**config.mk**
```make
export PLATFORM = sky130hd
export DESIGN_NAME = fault_retry_sequencer
export DESIGN_NICKNAME = d
export VERILOG_FILES = /design/src/retry_pkg.sv /design/src/fault_retry_sequencer.sv /design/src/delay_timer.sv
export VERILOG_INCLUDE_DIRS = /design/src
export SDC_FILE = /design/constraint.sdc
export NUM_CORES = 1
export LEC_CHECK = 0
export BUFFER_PORTS_ARGS = -buffer_cell sky130_fd_sc_hd__buf_2
export CORE_ASPECT_RATIO = 0.75
export CORE_MARGIN = 2
export CORE_UTILIZATION = 35
export DETAILED_ROUTE_END_ITERATION = 7
export PLACE_DENSITY = 0.52
export SYNTH_ARGS = -nofsm -noshare
export SYNTH_HDL_FRONTEND = slang
export SYNTH_HIERARCHICAL = 1
export SYNTH_SLANG_ARGS = --single-unit
```
**constraint.sdc**
```tcl
create_clock -name mclk -period 6.17 [get_ports mclk]
set_input_delay 0.617 -clock mclk [delete_from_list [all_inputs] [get_ports mclk]]
set_output_delay 0.617 -clock mclk [all_outputs]
set_load 0.02 [all_outputs]
```
**src/retry_map.svh**
```systemverilog
`ifndef RETRY_MAP_SVH
`define RETRY_MAP_SVH
`define RESP_MSB       7
`define RESP_LSB       6
`define RETRY_MSB      5
`define RETRY_LSB      3
`define DELAY_MSB      2
`define DELAY_LSB      0
`define RETRY_NONE     3'h0
`define RETRY_FOREVER  3'h7
`define RESP_IGNORE    2'h0
`define RESP_CONDCC    2'h1
`define RESP_DELAYCC   2'h2
`define RESP_SHUTDOWN  2'h3
`define CFG_RESET      8'hc0
`define UNIT_RESET     16'h0064
`endif

```
**src/retry_pkg.sv**
```systemverilog
package retry_pkg;
  typedef enum logic [2:0]
  {
    ST_OFF     = 3'b000,
    ST_RUN     = 3'b001,
    ST_LIMIT   = 3'b010,
    ST_WAIT    = 3'b011,
    ST_LATCHED = 3'b100
  } seq_state_t;
endpackage

```
**src/fault_retry_sequencer.sv**
```systemverilog
`timescale 1ns/1ns
`include "retry_map.svh"
// Contract
// retry code zero: no restart, output stays off until fault cleared; code also restarts on an off then on command (enable low, then high)
// codes one to six: exactly that many restarts, one per interval
// attempts used up without success: output off until fault cleared; code also restarts on an off then on command (enable low, then high)
// code seven: restart forever until off command, bias loss, other fault; code stops retrying only on off command (enable low)
// attempt spacing equals decoded delay count times delay unit
// delay code n means two to the power n units
// same delay sets how long operation continues after a fault
// unit duration comes from the separate unit register, not this one
// every mode sets the fault status bit and notifies the host
// mode three shuts down at once, then applies retry behaviour
// mode two limits current for delay, then retries if still limiting
// attempt budget reloads on fault clear or new enable; code lets a retry in the clear cycle count from the old budget
module fault_retry_sequencer #(
  parameter int UNIT_W = 16
) (
  input  wire logic              mclk,        // system clock
  input  wire logic              resetn,      // async reset, low
  input  wire logic              cfg_we,      // write fault-response reg
  input  wire logic [7:0]        cfg_wdata,   // write data
  output logic      [7:0]        cfg_rdata,   // fault-response readback
  input  wire logic              unit_we,     // write delay-unit reg
  input  wire logic [UNIT_W-1:0] unit_wdata,  // clocks per delay unit
  input  wire logic              enable,      // on command, same clock
  input  wire logic              oc_fault,    // over-current detected
  input  wire logic              low_vout,    // vout under lv limit
  input  wire logic              clear_fault, // clear faults pulse
  output logic                   out_en,      // output stage enable
  output logic                   cc_limit,    // hold current at limit
  output logic                   fault_flag,  // sticky status bit
  output logic                   host_alert,  // notify host, level
  output logic [2:0]             attempts_left// remaining budget
);
  logic [7:0]        cfg_q, cfg_d;
  logic [UNIT_W-1:0] unit_q, unit_d;
  retry_pkg::seq_state_t st_q, st_d;
  logic [2:0]        left_q, left_d;
  logic              flag_q, flag_d;
  logic              en_q;
  logic              tmr_start;
  logic              tmr_exp;
  logic [1:0]        resp;
  logic [2:0]        retry;
  logic              go_retry;
  logic [31:0]       dwell_q, dwell_d;
  logic              calm_q, calm_d;
  logic [31:0]       span;

  assign resp  = cfg_q[`RESP_MSB:`RESP_LSB];
  assign retry = cfg_q[`RETRY_MSB:`RETRY_LSB];

  delay_timer #(.UNIT_W(UNIT_W)) u_tmr (
    .mclk        (mclk),
    .resetn      (resetn),
    .start       (tmr_start),
    .code        (cfg_q[`DELAY_MSB:`DELAY_LSB]),
    .unit_cycles (unit_q),
    .expired     (tmr_exp)
  );

  always_comb
  begin
    cfg_d  = cfg_we ? cfg_wdata : cfg_q;
    unit_d = unit_we ? unit_wdata : unit_q;
    // set wins over clear for the status bit
    flag_d = flag_q;
    if (clear_fault)
      flag_d = 1'b0;
    if (oc_fault && st_q != retry_pkg::ST_OFF)
      flag_d = 1'b1;
  end

  always_comb
  begin
    st_d      = st_q;
    left_d    = left_q;
    tmr_start = 1'b0;
    go_retry  = 1'b0;
    if (clear_fault || (enable && !en_q))
      left_d = retry;
    case (st_q)
      retry_pkg::ST_OFF:
        if (enable && !en_q)
          st_d = retry_pkg::ST_RUN;
      retry_pkg::ST_RUN:
        if (!enable)
          st_d = retry_pkg::ST_OFF;
        else if (oc_fault)
        begin
          case (resp)
            `RESP_SHUTDOWN: go_retry = 1'b1;
            `RESP_DELAYCC:
            begin
              st_d      = retry_pkg::ST_LIMIT;
              tmr_start = 1'b1;
            end
            `RESP_CONDCC: if (low_vout) go_retry = 1'b1;
            default: ;
          endcase
        end
      retry_pkg::ST_LIMIT:
        if (!enable)
          st_d = retry_pkg::ST_OFF;
        else if (tmr_exp)
        begin
          if (oc_fault)
            go_retry = 1'b1;
          else
            st_d = retry_pkg::ST_RUN;
        end
      retry_pkg::ST_WAIT:
        if (!enable)
          st_d = retry_pkg::ST_OFF;
        else if (tmr_exp)
          st_d = retry_pkg::ST_RUN;
      retry_pkg::ST_LATCHED:
        if (clear_fault || (enable && !en_q))
          st_d = enable ? retry_pkg::ST_RUN : retry_pkg::ST_OFF;
        else if (!enable)
          st_d = retry_pkg::ST_OFF;
      default:
        st_d = retry_pkg::ST_OFF;
    endcase
    if (go_retry)
    begin
      if (retry == `RETRY_FOREVER)
      begin
        st_d      = retry_pkg::ST_WAIT;
        tmr_start = 1'b1;
      end
      else if (retry == `RETRY_NONE || left_q == `RETRY_NONE)
        st_d = retry_pkg::ST_LATCHED;
      else
      begin
        st_d      = retry_pkg::ST_WAIT;
        left_d    = left_q - 3'h1;
        tmr_start = 1'b1;
      end
    end
  end

  always_ff @(posedge mclk or negedge resetn)
  begin
    if (!resetn)
    begin
      cfg_q  <= `CFG_RESET;
      unit_q <= UNIT_W'(`UNIT_RESET);
      st_q   <= retry_pkg::ST_OFF;
      left_q <= `RETRY_NONE;
      flag_q <= 1'b0;
      en_q   <= 1'b0;
    end
    else
    begin
      cfg_q  <= cfg_d;
      unit_q <= unit_d;
      st_q   <= st_d;
      left_q <= left_d;
      flag_q <= flag_d;
      en_q   <= enable;
    end
  end

  assign cfg_rdata     = cfg_q;
  assign out_en        = (st_q == retry_pkg::ST_RUN) ||
                         (st_q == retry_pkg::ST_LIMIT);
  assign cc_limit      = (st_q == retry_pkg::ST_LIMIT);
  assign fault_flag    = flag_q;
  assign host_alert    = flag_q;
  assign attempts_left = left_q;

  // check-only: cycles spent in the present state, and whether the
  // delay settings stayed untouched since it was entered
  always_comb
  begin
    span    = 32'((32'h1 << cfg_q[`DELAY_MSB:`DELAY_LSB]) * unit_q);
    dwell_d = dwell_q + 32'h1;
    calm_d  = calm_q && !cfg_we && !unit_we;
    if (st_d != st_q)
    begin
      dwell_d = 32'h0;
      calm_d  = !cfg_we && !unit_we;
    end
  end

  always_ff @(posedge mclk or negedge resetn)
  begin
    if (!resetn)
    begin
      dwell_q <= 32'h0;
      calm_q  <= 1'b0;
    end
    else
    begin
      dwell_q <= dwell_d;
      calm_q  <= calm_d;
    end
  end

  AST_NO_RETRY: assert property (@(posedge mclk)
    disable iff (!resetn)
    (st_q == retry_pkg::ST_RUN && oc_fault && enable &&
     resp == `RESP_SHUTDOWN && retry == `RETRY_NONE)
    |=> st_q == retry_pkg::ST_LATCHED)
    else $error("no-retry fault did not latch off");
  AST_COUNT_DOWN: assert property (@(posedge mclk)
    disable iff (!resetn)
    (go_retry && retry != `RETRY_FOREVER && retry != `RETRY_NONE &&
     left_q != `RETRY_NONE && !clear_fault && en_q)
    |=> left_q == $past(left_q) - 3'h1)
    else $error("attempt budget not decremented");
  AST_LATCH_HOLD: assert property (@(posedge mclk)
    disable iff (!resetn)
    (st_q == retry_pkg::ST_LATCHED && !clear_fault && enable && en_q)
    |=> st_q == retry_pkg::ST_LATCHED && !out_en)
    else $error("latched fault released without clear");
  AST_FOREVER: assert property (@(posedge mclk)
    disable iff (!resetn)
    (st_q == retry_pkg::ST_RUN && oc_fault && enable &&
     resp == `RESP_SHUTDOWN && retry == `RETRY_FOREVER)
    |=> st_q == retry_pkg::ST_WAIT)
    else $error("continuous retry stopped");
  AST_WAIT_OFF: assert property (@(posedge mclk)
    disable iff (!resetn)
    (st_q == retry_pkg::ST_WAIT && enable && !tmr_exp)
    |=> st_q == retry_pkg::ST_WAIT && !out_en)
    else $error("output on during retry interval");
  AST_GAP: assert property (@(posedge mclk)
    disable iff (!resetn)
    (st_q == retry_pkg::ST_WAIT && tmr_exp && calm_q && unit_q != '0)
    |-> dwell_q == span)
    else $error("retry interval length wrong");
  AST_HOLD_TIME: assert property (@(posedge mclk)
    disable iff (!resetn)
    (st_q == retry_pkg::ST_LIMIT && tmr_exp && calm_q && unit_q != '0)
    |-> dwell_q == span)
    else $error("current-limit hold length wrong");
  AST_SHUT_NOW: assert property (@(posedge mclk)
    disable iff (!resetn)
    (st_q == retry_pkg::ST_RUN && enable && oc_fault &&
     resp == `RESP_SHUTDOWN)
    |=> !out_en)
    else $error("mode three did not shut down at once");
  AST_LIMIT: assert property (@(posedge mclk)
    disable iff (!resetn)
    (st_q == retry_pkg::ST_RUN && enable && oc_fault &&
     resp == `RESP_DELAYCC)
    |=> cc_limit && out_en)
    else $error("mode two did not hold current limit");
  AST_FLAG: assert property (@(posedge mclk)
    disable iff (!resetn)
    (oc_fault && st_q != retry_pkg::ST_OFF) |=> fault_flag && host_alert)
    else $error("fault status bit not set");
  AST_RELOAD: assert property (@(posedge mclk)
    disable iff (!resetn)
    clear_fault && !go_retry |=> left_q == $past(retry))
    else $error("attempt budget not reloaded");
  COV_LATCH: cover property (@(posedge mclk) st_q == retry_pkg::ST_LATCHED);
  COV_WAIT_RUN: cover property (@(posedge mclk)
    st_q == retry_pkg::ST_WAIT ##1 st_q == retry_pkg::ST_RUN);
  COV_LIMIT: cover property (@(posedge mclk) tmr_exp && cc_limit);
  COV_FOREVER_WAIT: cover property (@(posedge mclk)
    st_q == retry_pkg::ST_WAIT && retry == `RETRY_FOREVER);
  COV_COND_SHUT: cover property (@(posedge mclk)
    st_q == retry_pkg::ST_RUN && resp == `RESP_CONDCC && oc_fault && low_vout);
endmodule

```
**src/delay_timer.sv**
```systemverilog
`timescale 1ns/1ns
`include "retry_map.svh"
// counts (2**code) delay units, each unit_cycles clocks long
module delay_timer #(
  parameter int UNIT_W = 16
) (
  input  wire logic              mclk,       // system clock
  input  wire logic              resetn,     // async reset, low
  input  wire logic              start,      // restart the interval
  input  wire logic [2:0]        code,       // delay field
  input  wire logic [UNIT_W-1:0] unit_cycles,// clocks per unit
  output logic                   expired     // one-cycle pulse at end
);
  logic [UNIT_W-1:0] ucnt_q, ucnt_d;
  logic [7:0]        ncnt_q, ncnt_d;
  logic              run_q, run_d;
  logic              exp_d;

  always_comb
  begin
    ucnt_d = ucnt_q;
    ncnt_d = ncnt_q;
    run_d  = run_q;
    exp_d  = 1'b0;
    if (start)
    begin
      run_d  = 1'b1;
      ucnt_d = '0;
      ncnt_d = 8'(8'h01 << code) - 8'h01;
    end
    else if (run_q)
    begin
      if (ucnt_q + UNIT_W'(1) >= unit_cycles)
      begin
        ucnt_d = '0;
        if (ncnt_q == 8'h00)
        begin
          run_d = 1'b0;
          exp_d = 1'b1;
        end
        else
          ncnt_d = ncnt_q - 8'h01;
      end
      else
        ucnt_d = ucnt_q + UNIT_W'(1);
    end
  end

  always_ff @(posedge mclk or negedge resetn)
  begin
    if (!resetn)
    begin
      ucnt_q  <= '0;
      ncnt_q  <= 8'h00;
      run_q   <= 1'b0;
      expired <= 1'b0;
    end
    else
    begin
      ucnt_q  <= ucnt_d;
      ncnt_q  <= ncnt_d;
      run_q   <= run_d;
      expired <= exp_d;
    end
  end
endmodule

```
### Yosys cells after proc, flatten, opt, wreduce, memory -nomap -nowiden

Index checks and enable logic that the tools add are counted.

* register bits: 58
* output and inout port bits: 15
* bits of input ports: 32

* magnitude comparators: 1
* shift operators: 1
* reduce and logical (&&, ||, !) cells: 16
* add/sub/neg operators: 4
* eq/ne operators: 16
* muxes and demuxes: 52

Operators with widths (count)
* 3-bit 2-to-1 mux: 18
* 16-bit 2-to-1 mux: 3
* 8-bit 2-to-1 mux: 4
* 1-bit 2-to-1 mux: 24
* 16-bit by 1-bit adder with 16-bit output, second input constant: 1
* 16-bit >= comparator: 1
* 8-bit by 1-bit subtractor with 8-bit output, second input constant: 2
* 3-bit case mux with 5 select lines: 1
* 4-bit by 3-bit inequality test with 1-bit output, second input constant: 3
* 3-bit logical NOT: 3
* 8-bit logical NOT: 1
* 4-bit inequality test, second input constant: 2
* 1-bit by 3-bit << shifter with 8-bit output, first input constant: 1
* 7-bit AND reduction: 1
* 3-bit by 2-bit equality test with 1-bit output, second input constant: 2
* 3-bit equality test, second input constant: 2
* 2-bit nonzero test: 3
* 2-bit equality test, second input constant: 2
* 4-bit by 2-bit inequality test with 1-bit output, second input constant: 1
* 1-bit case mux with 2 select lines: 2
* 3-bit by 1-bit equality test with 1-bit output, second input constant: 1
* 1-bit logical OR: 3
* 3-bit inequality test, second input constant: 1
* 3-bit AND reduction: 1
* 6 further kinds: 7

### Logic depth before layout (Yosys ltp)

Gate-level depths: netlist of the first run.

* word-level depth: 10
* mapped depth: 16
* depth with buffers taken out: 14

### Hierarchy

Netlist of the first run, hierarchy kept.

By module, submodules not included
* delay_timer: times used 1, sequential area each 650.6 um^2, area an instance 2094.5 um^2, cells each 241
* fault_retry_sequencer: times used 1, sequential area each 807.0 um^2, area an instance 1511.4 um^2, cells each 118

### Worst setup path after synthesis of the first run

No wires, ideal clock.

* path kind: reg-to-reg
* from: register u_tmr.ucnt_q[4]
* to: register u_tmr.ncnt_q[0]
* path buffers: 1
* data required time: 6045 ps
* cell stages (with the launch flop): 14
* slack: 2594 ps
* arrival time: 3451 ps
* setup time: 125 ps
* clock period less this slack: 3576 ps
* path through: dfrtp_1 and3_1 nand3_1 or3_1 and2_1 or2_2 ha_1 and2_2 a221o_2 nand2_1 or3b_1 buf_6 a31oi_4 mux2_4

* word-level cells in the longest chain between the ends: 4

RTL lines
* start, declared: RTL line delay_timer.sv:14 `logic [UNIT_W-1:0] ucnt_q, ucnt_d;`
* start signal, assigned: RTL line delay_timer.sv:60 `ucnt_q <= ucnt_d;`
* 16-bit by 1-bit adder with 16-bit output: RTL line delay_timer.sv:33 `if (ucnt_q + UNIT_W'(1) >= unit_cycles)`
* 16-bit >= comparator: RTL line delay_timer.sv:33
* 2-bit nonzero test (no line)
* 3-bit AND reduction (no line)
* end signal, assigned: RTL line delay_timer.sv:61 `ncnt_q <= ncnt_d;`
* end, declared: RTL line delay_timer.sv:15 `logic [7:0] ncnt_q, ncnt_d;`

Every way passes these cells.
A chain may end at the register's enable or synchronous reset.

### Worst setup path in the final report of the first run

* from: register u_tmr.ucnt_q[4]
* to: register u_tmr.ucnt_q[12]

* word-level cells in the longest chain between the ends: 5

RTL lines
* 16-bit by 1-bit adder with 16-bit output (*): RTL line delay_timer.sv:33, delay_timer.sv:45
* 16-bit >= comparator: RTL line delay_timer.sv:33
* 16-bit 2-to-1 mux (*): RTL line delay_timer.sv:33
* 16-bit 2-to-1 mux (*): RTL line delay_timer.sv:31 `else if (run_q)`
* 16-bit 2-to-1 mux (*): RTL line delay_timer.sv:25 `if (start)`

Every way passes the cells marked *; elsewhere a longest branch is shown, timed or not. The select of a mux whose other input is x is not followed.

==> results of run 1 <==
Yosys cell counts (all sizes together), types with 2 or more instances:
cell and count:
mux2 25, or2 6, a211oi 2, dfstp 5, a31oi 5, a22oi 2, nand4 4, nor3b 2
nor4b 3, a22o 7, o21a 6, o2bb2ai 2, dfrtp 53, and2 8, ha 20, and3 6
xnor2 7, buf 6, o22ai 2, or3 2, nand2b 8, o21ai 12, mux2i 7, a21o 3
a21oi 17, o2111ai 2, or3b 2, inv 27, a2111oi 2, nor3 9, clkbuf 6, xor2 4
nand3 16, nor4 3, nand2 27, nor2 19, a221o 2, nor2b 6
cell type report:
cell class	count	share of cell area, %
clock buffer	14	6.46
clock inverter	2	0.236
tap	136	4.01
sequential	58	34.4
inverter	27	2.39
timing repair buffer	48	5.78
multi-input combinational	262	46.8
worst max-delay path: stages, from the launching register on:
cell	delay (ns)
dfrtp_1	0.44
and3_1	0.18
nand3_1	0.16
or3_1	0.50
and2_1	0.20
or2_2	0.29
ha_1	0.29
and2_2	0.21
a221o_2	0.35
nand2_1	0.09
nor4b_2	0.95
a21oi_1	0.15
o21ba_2	0.26
path summary, 6_finish.rpt:
check,cells past startpoint,endpoint,slack [ns],start
max,12,u_tmr/ucnt_q[12],2.04,u_tmr/ucnt_q[4]
min,2,attempts_left[1],0.44,resetn
max reg2reg,12,u_tmr/ucnt_q[12],2.04,u_tmr/ucnt_q[4]
min reg2reg,1,unit_q[14],0.51,unit_q[14]
max in group asynchronous,2,unit_q[13],5.21,resetn
min in group mclk,1,en_q,0.49,enable
power breakdown:
group	internal, W	leakage, nW	switching, W
Sequential	0.000456	0.713	0.0000881
Combinational	0.000230	1.15	0.000280
Clock	0.000303	0.143	0.000172
Total	0.000990	2.00	0.000540
registers in the layout, indices dropped and copies added, names as in the netlist:
register / count
u_tmr/ucnt_q: 16
fault_flag: 1
u_tmr/ncnt_q: 8
unit_q: 16
attempts_left: 3
cfg_rdata: 8
en_q: 1
u_tmr/run_q: 1
st_q: 3
u_tmr/expired: 1
metal layers:
layer  part of all wire, %  track usage, %
met1                    50            21.2
met3                   4.6            6.09
met4                  0.77            4.21
met5                     0               0
met2                    44            24.0
stage by stage:
step / hold WS (ns) / area, sq um / util (%) / power [W] / instances
floorplan: 0.321 / 3610 / - / 0.000937 / 359
global placement: 0.491 / 3960 / 38.9 / 0.00105 / 531
detailed placement: 0.498 / 3960 / 38.9 / 0.00106 / 531
CTS: 0.476 / 4240 / 41.7 / 0.00154 / 547
global route: 0.485 / 4240 / 41.7 / 0.00164 / 547
finish: 0.444 / 4240 / 41.7 / 0.00153 / 547
placed cells by master, fill, tap and decap left out, types with 7 or more instances in the layout:
cell type	count
dfrtp_1	53
buf_2	46
inv_1	27
nand2_1	27
mux2_2	24
ha_1	20
nor2_1	18
a21oi_1	17
nand3_1	16
o21ai_0	11
nor3_1	9
clkbuf_16	9
nand2b_1	7
a22o_1	7
xnor2_1	7
logic make-up (layout without fill, tap and decap cells):
logic type                 count (synthesis)  in the layout  synth area share (%)
muxes                                     32             32                  9.96
xor gates and xnor gates                  11             11                  2.67
and+or+nand+nor                          123            123                  18.9
DFF                                       58             58                  40.4
buffers and inverters                     39             91                  4.55
AOI/OAI and AO/OA                         76             76                  16.6
adders and majority gates                 20             20                  6.94
==> metrics.cfg, run 1 <==
[clock_network]
cts_tree=yes
cts_made_buffers=9
cts_resized=0
clock-sinks=58
cts_buffer_depth=2
worstSkewPairLatency_ns=0.33
clk_pin_slew_ns=0.05
cts-htree-levels=3
cts_root_buffer=clkbuf_16
post-cts-setup-buffers=0
ctsHoldBuffers=0

[worst_setup_path]
crit_required_ns=6.44
arrival_ns=4.40
cp-start-kind=register
crit_type=register to register
worstSetupEndpointType=register
cp_max_fo=14

[drt]
via_per_inst=5.20
routed_wl_microns=8140
post_drt_wl_per_cell_microns=14.9
ant_nets=0
vias=2846
drt_first_pass_iters=4
drt_iter0_drc=141
drc=0

[grt]
grt_usage_pct=15.8
grt_pass1_vias=2763
grt-ovfl-total=0
grt_pass1_wl_microns=13600
grt_max_degree=59
antenna_found_initial=0

[status]
status=finished, final reports clean

[finish]
final_nets=458
syn2layout_area_growth_pct=17.7
n_fill_cell=990
layout-drive-gt1-share_pct=28.0
antenna_cells=0
ff_latch_area_sq_um=1460
multiInputGateArea_sq_um=1980

[synth]
synth_top_area_cell=dfrtp_1
ys_types=68
synth_area_leaders=dfrtp_1 (37%), mux2_2 (7.5%), ha_1 (6.9%), dfstp_2 (3.6%), inv_1 (2.8%)
netlist_area_sq_um=3610
synth_cells=359
synth_edf_count=0
ys_seq_area_share_pct=40.4
yosysTopAreaCellShare_pct=36.8
synth_fp_nets=411
synth_seq_cells=58
synthFlopType=dfrtp_1
ys_warn_count=6
synth_area_per_cell_sq_um=10.0
async_reset_ff_share_pct=100

[timing]
period_needed_ns=4.13
maxSlewHeadroom_pct=20.1
hold_viol_final=0
setup_viol_count_final=0
max_freq_mhz=242
skew_ns=0.00424
setup_tns_ns=0
tightest_slew_ns=1.20
post-route-period-util_pct=66.9
layout_setup_ws_ns=2.04
maxSlewViolCount=0
rsz0062_at_grt=false

[floorplan]
chipWidth_microns=121
initial_core_util_pct=35.5
die_h_microns=91.9
die-area_sq_um=11100
rows=32
core_region_area_sq_um=10200
num_io_pins=47

[pwr]
p_leak_nw=2.00
peakVddDrop_v=0.000130
p_per_area_nw_per_um2=360

[place]
io_buffers=46
pre_cts_slack_ns=2.11
dpl.hpwl_microns=5750
place_congestion=0.815

[min_path]
hp-class=input pin to asynchronous set/reset pin

[run]
maxCapViolCount=0

Power figures use the tool's default switching activity.
==> run 2: changes to the inputs <==
==> constraint.sdc (replaced) <==
create_clock -name mclk -period 3.9 [get_ports mclk]
set_input_delay 0.39 -clock mclk [delete_from_list [all_inputs] [get_ports mclk]]
set_output_delay 0.39 -clock mclk [all_outputs]
set_load 0.02 [all_outputs]
==> run 2 against run 1 <==
Effect of this change: clock-buffer cell count down 1; combinational power increased by 67%; core utilization is 0.75 points higher; sequential power rose by 58%; hold slack got worse by 0.27 ns; largest cell class unchanged; clock power rose by 73%; global-route usage is 0.11 points lower; sequential cell count is the same; wire length shrank 1.3%; critical endpoint is now u_tmr/ncnt_q[0].
==> metrics.cfg, run 2 (synthesized netlist as in run 1, its figures left out) <==
[clock_network]
clock-sinks=58  ; unchanged
cts-htree-levels=3  ; unchanged
cts_root_buffer=clkbuf_16
cts_made_buffers=9  ; unchanged
clk_pin_slew_ns=0.05  ; about the same
cts_tree=yes
worstSkewPairLatency_ns=0.33  ; about the same
cts_buffer_depth=2  ; unchanged

[floorplan]
initial_core_util_pct=35.5  ; unchanged
rows=32  ; unchanged
die-area_sq_um=11100  ; unchanged
die_h_microns=91.9  ; unchanged
num_io_pins=47  ; unchanged
core_region_area_sq_um=10200  ; unchanged
chipWidth_microns=121  ; unchanged

[finish]
syn2layout_area_growth_pct=19.8
multiInputGateArea_sq_um=1990  ; +0.13%
layout-drive-gt1-share_pct=28.9  ; +0.97 points
final_common_cell=dfrtp_1
final_nets=465  ; +1.5%
layout_common_cells=dfrtp_1 (53), buf_2 (46), inv_1 (27), nand2_1 (27), mux2_2 (24)
stdcell_count=554  ; +1.3%
ff_latch_area_sq_um=1460  ; unchanged
largestRegisters=u_tmr/ucnt_q x16, unit_q x16
antenna_cells=0  ; unchanged
n_fill_cell=1006  ; +1.6%

[grt]
grt_pass1_vias=2813  ; +1.8%
grt_usage_pct=15.7  ; -0.11 points
grt-ovfl-total=0  ; unchanged
antenna_found_initial=0  ; unchanged
grt_max_degree=39  ; -34%
grt_util_met2_pct=21.9  ; -2.1 points
use_met3_pct=4.42  ; -1.7 points
grt_use_met1_pct=23.1  ; +1.9 points
grt_pass1_wl_microns=13700  ; +0.56%
busiest_layer=met1

[worst_setup_path]
cp-start-kind=register
arrival_ns=3.86  ; -0.54 ns
worstSetupEndpointType=register
cp_max_fo=5  ; -9
crit_type=register to register
crit_required_ns=4.11  ; -2.33 ns

[timing]
max_freq_mhz=274  ; +13%
post-route-period-util_pct=93.5  ; +27 points
layout_setup_ws_ns=0.252  ; -1.79 ns
hold_viol_final=0  ; unchanged
maxSlewViolCount=0  ; unchanged
rsz0062_at_grt=false
period_needed_ns=3.65  ; -0.482 ns
setup_viol_count_final=0  ; unchanged
maxSlewHeadroom_pct=41.3  ; +21 points
setup_tns_ns=0  ; unchanged
tightest_slew_ns=0.881  ; -0.315 ns
skew_ns=0.00962  ; +0.00538 ns

[pwr]
peakVddDrop_v=0.000297  ; +130%
p_leak_nw=2.04  ; +1.7%
p_per_area_nw_per_um2=586  ; +63%
finalPower_w=0.00253  ; +65%

[drt]
drt_iter0_drc=160  ; +13%
via_per_inst=5.11  ; -1.8%
post_drt_wl_per_cell_microns=14.5  ; -2.6%
ant_nets=0  ; unchanged
vias=2830  ; -0.56%
routed_wl_microns=8030  ; -1.3%
drt_first_pass_iters=4  ; unchanged
drc=0  ; unchanged

[place]
dp_cells=538  ; +1.3%
dpl.hpwl_microns=6000  ; +4.3%
io_buffers=46  ; unchanged
pre_cts_slack_ns=0.201  ; -1.91 ns
place_congestion=0.831  ; +2.0%

[run]
maxCapViolCount=0  ; unchanged

[status]
status=finished, final reports clean

[min_path]
hp-class=input pin to asynchronous set/reset pin

[run 2: changes by cell type in the layout (fill, tap and decap cells not counted), sizes merged]
cell | previous run | this run
buf | 48 | 55
bufinv | 0 | 2
clkbuf | 14 | 13
clkinv | 2 | 1
[run 2: timing repair]
item                       in CTS  in global routing
gates resized for setup         0                  1
buffers inserted                0                  0
setup endpoints to repair       0                  1
hold buffers                    0                  0
[run 2: final cells by class]
class                      count  share of cell area (%)
clock buffer                  13                    5.56
clock inverter                 3                    1.51
inverter                      27                    2.35
multi-input combinational    262                    46.0
sequential                    58                    33.7
tap                          136                    3.94
timing repair buffer          55                    6.89
[run 2: critical path, stage by stage (launching register included)]
cell,delay (ns)
dfrtp_1,0.41
and3_1,0.17
nand3_1,0.10
or3_1,0.46
and2_1,0.19
or2_2,0.29
ha_1,0.28
and2_2,0.21
a221o_2,0.36
nand2_1,0.09
or3b_4,0.43
a31oi_4,0.22
mux2_4,0.31
[run 2: through the flow]
| step | area (sq um) | utilization, % | hold slack, ns |
|---|---|---|---|
| 4_1_cts | 4320 | 42.4 | 0.212 |
| 2_1_floorplan | 3610 | - | 0.0944 |
| 6_report | 4320 | 42.5 | 0.174 |
| 3_3_place_gp | 4010 | 39.4 | 0.492 |
| 5_1_grt | 4320 | 42.5 | 0.251 |
| 3_5_place_dp | 4010 | 39.4 | 0.499 |
[run 2: path summary, 6_finish.rpt]
check	from	end	slack (ns)	cells after the start
max	u_tmr/ucnt_q[0]	u_tmr/ncnt_q[0]	0.25	12
min	resetn	fault_flag	0.17	1
min reg2reg	unit_q[13]	unit_q[13]	0.50	1
max reg2reg	u_tmr/ucnt_q[0]	u_tmr/ncnt_q[0]	0.25	12
max in group asynchronous	resetn	unit_q[2]	2.82	2
min in group mclk	enable	en_q	0.26	1
[run 2: metal layers]
metal | share of wire, % | wire, microns
met1 | 51 | 4110
met5 | 0 | 0
met2 | 42 | 3350
met3 | 5.2 | 417
met4 | 1.8 | 146
[run 2: where the power goes]
part	switching (W)	internal, W	leakage (nW)	total [W]
registers	0.000136	0.000722	0.713	0.000857
clock network	0.000264	0.000558	0.148	0.000822
logic	0.000459	0.000393	1.18	0.000851
==> run 3: changes to the inputs <==
--- a/config.mk
+++ b/config.mk
@@ -11,7 +11,7 @@
 export CORE_MARGIN = 2
 export CORE_UTILIZATION = 35
 export DETAILED_ROUTE_END_ITERATION = 7
-export PLACE_DENSITY = 0.52
+export PLACE_DENSITY = 0.54
 export SYNTH_ARGS = -nofsm -noshare
 export SYNTH_HDL_FRONTEND = slang
 export SYNTH_HIERARCHICAL = 1
==> constraint.sdc (replaced) <==
create_clock -name mclk -period 3 [get_ports mclk]
set_input_delay 0.3 -clock mclk [delete_from_list [all_inputs] [get_ports mclk]]
set_output_delay 0.3 -clock mclk [all_outputs]
set_load 0.02 [all_outputs]
==> run 3 against run 2 <==
Effect of this change: the flow now finishes with violations (setup timing); maximum frequency is 13% higher; critical path type unchanged; sequential share of layout area down 4.4 points; final cell count grew 9.4%; clock-buffer cell count shrank 2; global-route usage increased by 1.4 points; clock skew about the same; combinational power increased by 69%; die area is the same; sequential power grew 30%; power rose by 45%.
==> metrics.cfg, run 3 (synthesized netlist as in run 1, its figures left out) <==
[status]
status=complete, but fails checks
violations=setup timing

[worst_setup_path]
rr_endpoint=u_tmr/ucnt_q[13]
reg2regPathDepth=14  ; +2
crit_top_cell=buf_4
worstSetupEndpointType=register
arrival_ns=3.44  ; -0.42 ns
crit_chain=and3_1, nand3_2, or3_4, o21a_1, or2_4, ha_4, and4_4, o2111ai_4, o32ai_4, buf_4, nor4b_4, buf_4, a21o_1, a22o_1
cpMaxStageDelayCell=dfrtp_1
r2r-start=u_tmr/ucnt_q[1]
cp_max_fo=4  ; -1
slowest_delay_ns=0.37  ; -0.09 ns
cp-start-kind=register
rrSetupSlack_ns=-0.22  ; -0.48 ns
crit_required_ns=3.22  ; -0.89 ns
crit_type=register to register

[finish]
final_nets=517  ; +11%
final_common_cell=buf_4
antenna_cells=0  ; unchanged
layout-drive-gt1-share_pct=44.3  ; +15 points
syn2layout_area_growth_pct=37.9
largestRegisters=u_tmr/ucnt_q x16, unit_q x16
design_area_sq_um=4970  ; +15%
layout_common_cells=buf_4 (58), dfrtp_1 (53), buf_2 (46)
n_fill_cell=949  ; -5.7%
utilization_pct=48.9  ; +6.4 points

[clock_network]
clk_pin_slew_ns=0.06  ; about the same
cts-htree-levels=3  ; unchanged
cts_tree=yes
cts_made_buffers=9  ; unchanged
clock-sinks=58  ; unchanged
ctsHoldBuffers=0  ; unchanged
cts_root_buffer=clkbuf_16
worstSkewPairLatency_ns=0.33  ; about the same
cts_buffer_depth=2  ; unchanged

[grt]
antenna_found_initial=0  ; unchanged
grt_pass1_wl_microns=15000  ; +9.7%
grt-ovfl-total=0  ; unchanged
grt_max_degree=45  ; +15%
grt_usage_pct=17.2  ; +1.4 points
grt_pass1_vias=3036  ; +7.9%

[pwr]
peakVddDrop_v=0.000291  ; -2.0%
p_per_area_nw_per_um2=736  ; +26%
p_leak_nw=2.35  ; +15%

[drt]
drc=0  ; unchanged
ant_nets=0  ; unchanged
via_per_inst=5.05  ; -1.1%
met2WireLength_microns=3920  ; +17%
vias=3063  ; +8.2%
wl_met1_microns=4450  ; +8.3%
post_drt_wl_per_cell_microns=14.6  ; +1.0%
routed_wl_microns=8870  ; +11%
highest_layer=met4
drt_iter0_drc=152  ; -5.0%
drt_first_pass_iters=4  ; unchanged
met3_length_microns=365  ; -12%

[min_path]
hp-class=input pin to asynchronous set/reset pin

[timing]
setup_viol_count_final=23  ; +23
maxSlewHeadroom_pct=26.6  ; -15 points
max_freq_mhz=310  ; +13%
layout_setup_ws_ns=-0.225  ; -0.477 ns
skew_ns=0.00943  ; -0.000190 ns
post-route-period-util_pct=107  ; +14 points
rsz0062_at_grt=true
maxSlewViolCount=0  ; unchanged
hold_viol_final=0  ; unchanged
tightest_slew_ns=1.10  ; +0.217 ns
period_needed_ns=3.22  ; -0.423 ns
setup_tns_ns=-3.18  ; -3.18 ns

[floorplan]
die_h_microns=91.9  ; unchanged
chipWidth_microns=121  ; unchanged
core_region_area_sq_um=10200  ; unchanged
die-area_sq_um=11100  ; unchanged
num_io_pins=47  ; unchanged
initial_core_util_pct=35.5  ; unchanged
rows=32  ; unchanged

[place]
place_congestion=0.824  ; -0.83%
io_buffers=46  ; unchanged
place_area_sq_um=4380  ; +9.1%
dpl.hpwl_microns=6420  ; +7.0%

[run]
maxCapViolCount=0  ; unchanged

-- run 3: cell count changes in the layout (fill, tap and decap cells not counted), moves of 4 or more --
cell	delta
buf_4	+49
ha_1	-5
nand3_1	-4
nor3_1	-4
o21ai_0	-5
o21ai_2	+4
-- run 3: worst max path at each step --
stage                            end            start  slack, ns
global placement     u_tmr/ncnt_q[0]  u_tmr/ucnt_q[0]      -0.30
CTS                  u_tmr/ncnt_q[0]  u_tmr/ucnt_q[1]      -0.20
floorplan            u_tmr/ncnt_q[0]  u_tmr/ucnt_q[4]      -0.28
detailed placement   u_tmr/ncnt_q[0]  u_tmr/ucnt_q[0]      -0.36
finish              u_tmr/ucnt_q[13]  u_tmr/ucnt_q[1]      -0.22
global route        u_tmr/ucnt_q[13]  u_tmr/ucnt_q[1]      -0.33
-- run 3: metrics by stage --
step / hold WS, ns / power [W] / cells / setup slack [ns]
5_1_grt: 0.183 / 0.00388 / 606 / -0.327
4_1_cts: 0.171 / 0.00365 / 602 / -0.197
3_3_place_gp: 0.491 / 0.00235 / 578 / -0.303
3_5_place_dp: 0.496 / 0.00238 / 578 / -0.356
6_report: 0.135 / 0.00366 / 606 / -0.225
2_1_floorplan: 0.00441 / 0.00197 / 359 / -0.276
-- run 3: where the power goes --
part	switching, W	leakage (nW)	internal (W)
combinational	0.000725	1.48	0.000713
sequential	0.000167	0.713	0.000938
clock	0.000369	0.156	0.000746
total	0.00126	2.35	0.00240
-- run 3: repair_timing --
item	CTS	global route
pin swaps	18	1
buffers inserted	9	4
endpoints found under the hold margin	0	0
endpoints found under the setup margin	24	26
gates resized for setup	31	10
-- run 3: per-layer routing --
layer	vias up	global-route usage (%)
met3	11	4.66
met2	60	25.0
met5	-	0
met4	0	6.03
li1	1512	-
met1	1480	24.4
-- run 3: area by class of cell --
class                           instances  area (sq um)  area share (%)
Clock buffer                           11           243            4.88
Clock inverter                          5          77.6            1.56
Inverter                               27           101            2.04
Multi-Input combinational cell        262          2220            44.7
Sequential cell                        58          1460            29.3
Tap cell                              136           170            3.42
Timing Repair Buffer                  107           699            14.1
-- run 3: critical path, delay by kind of cell (launching register included) --
kind / cells / cell delay (ns)
adders and majority gates: 1 / 0.27
DFF: 1 / 0.37
AOI/OAI and AO/OA: 5 / 0.98
buffers and inverters: 2 / 0.35
and+or+nand+nor: 6 / 1.13
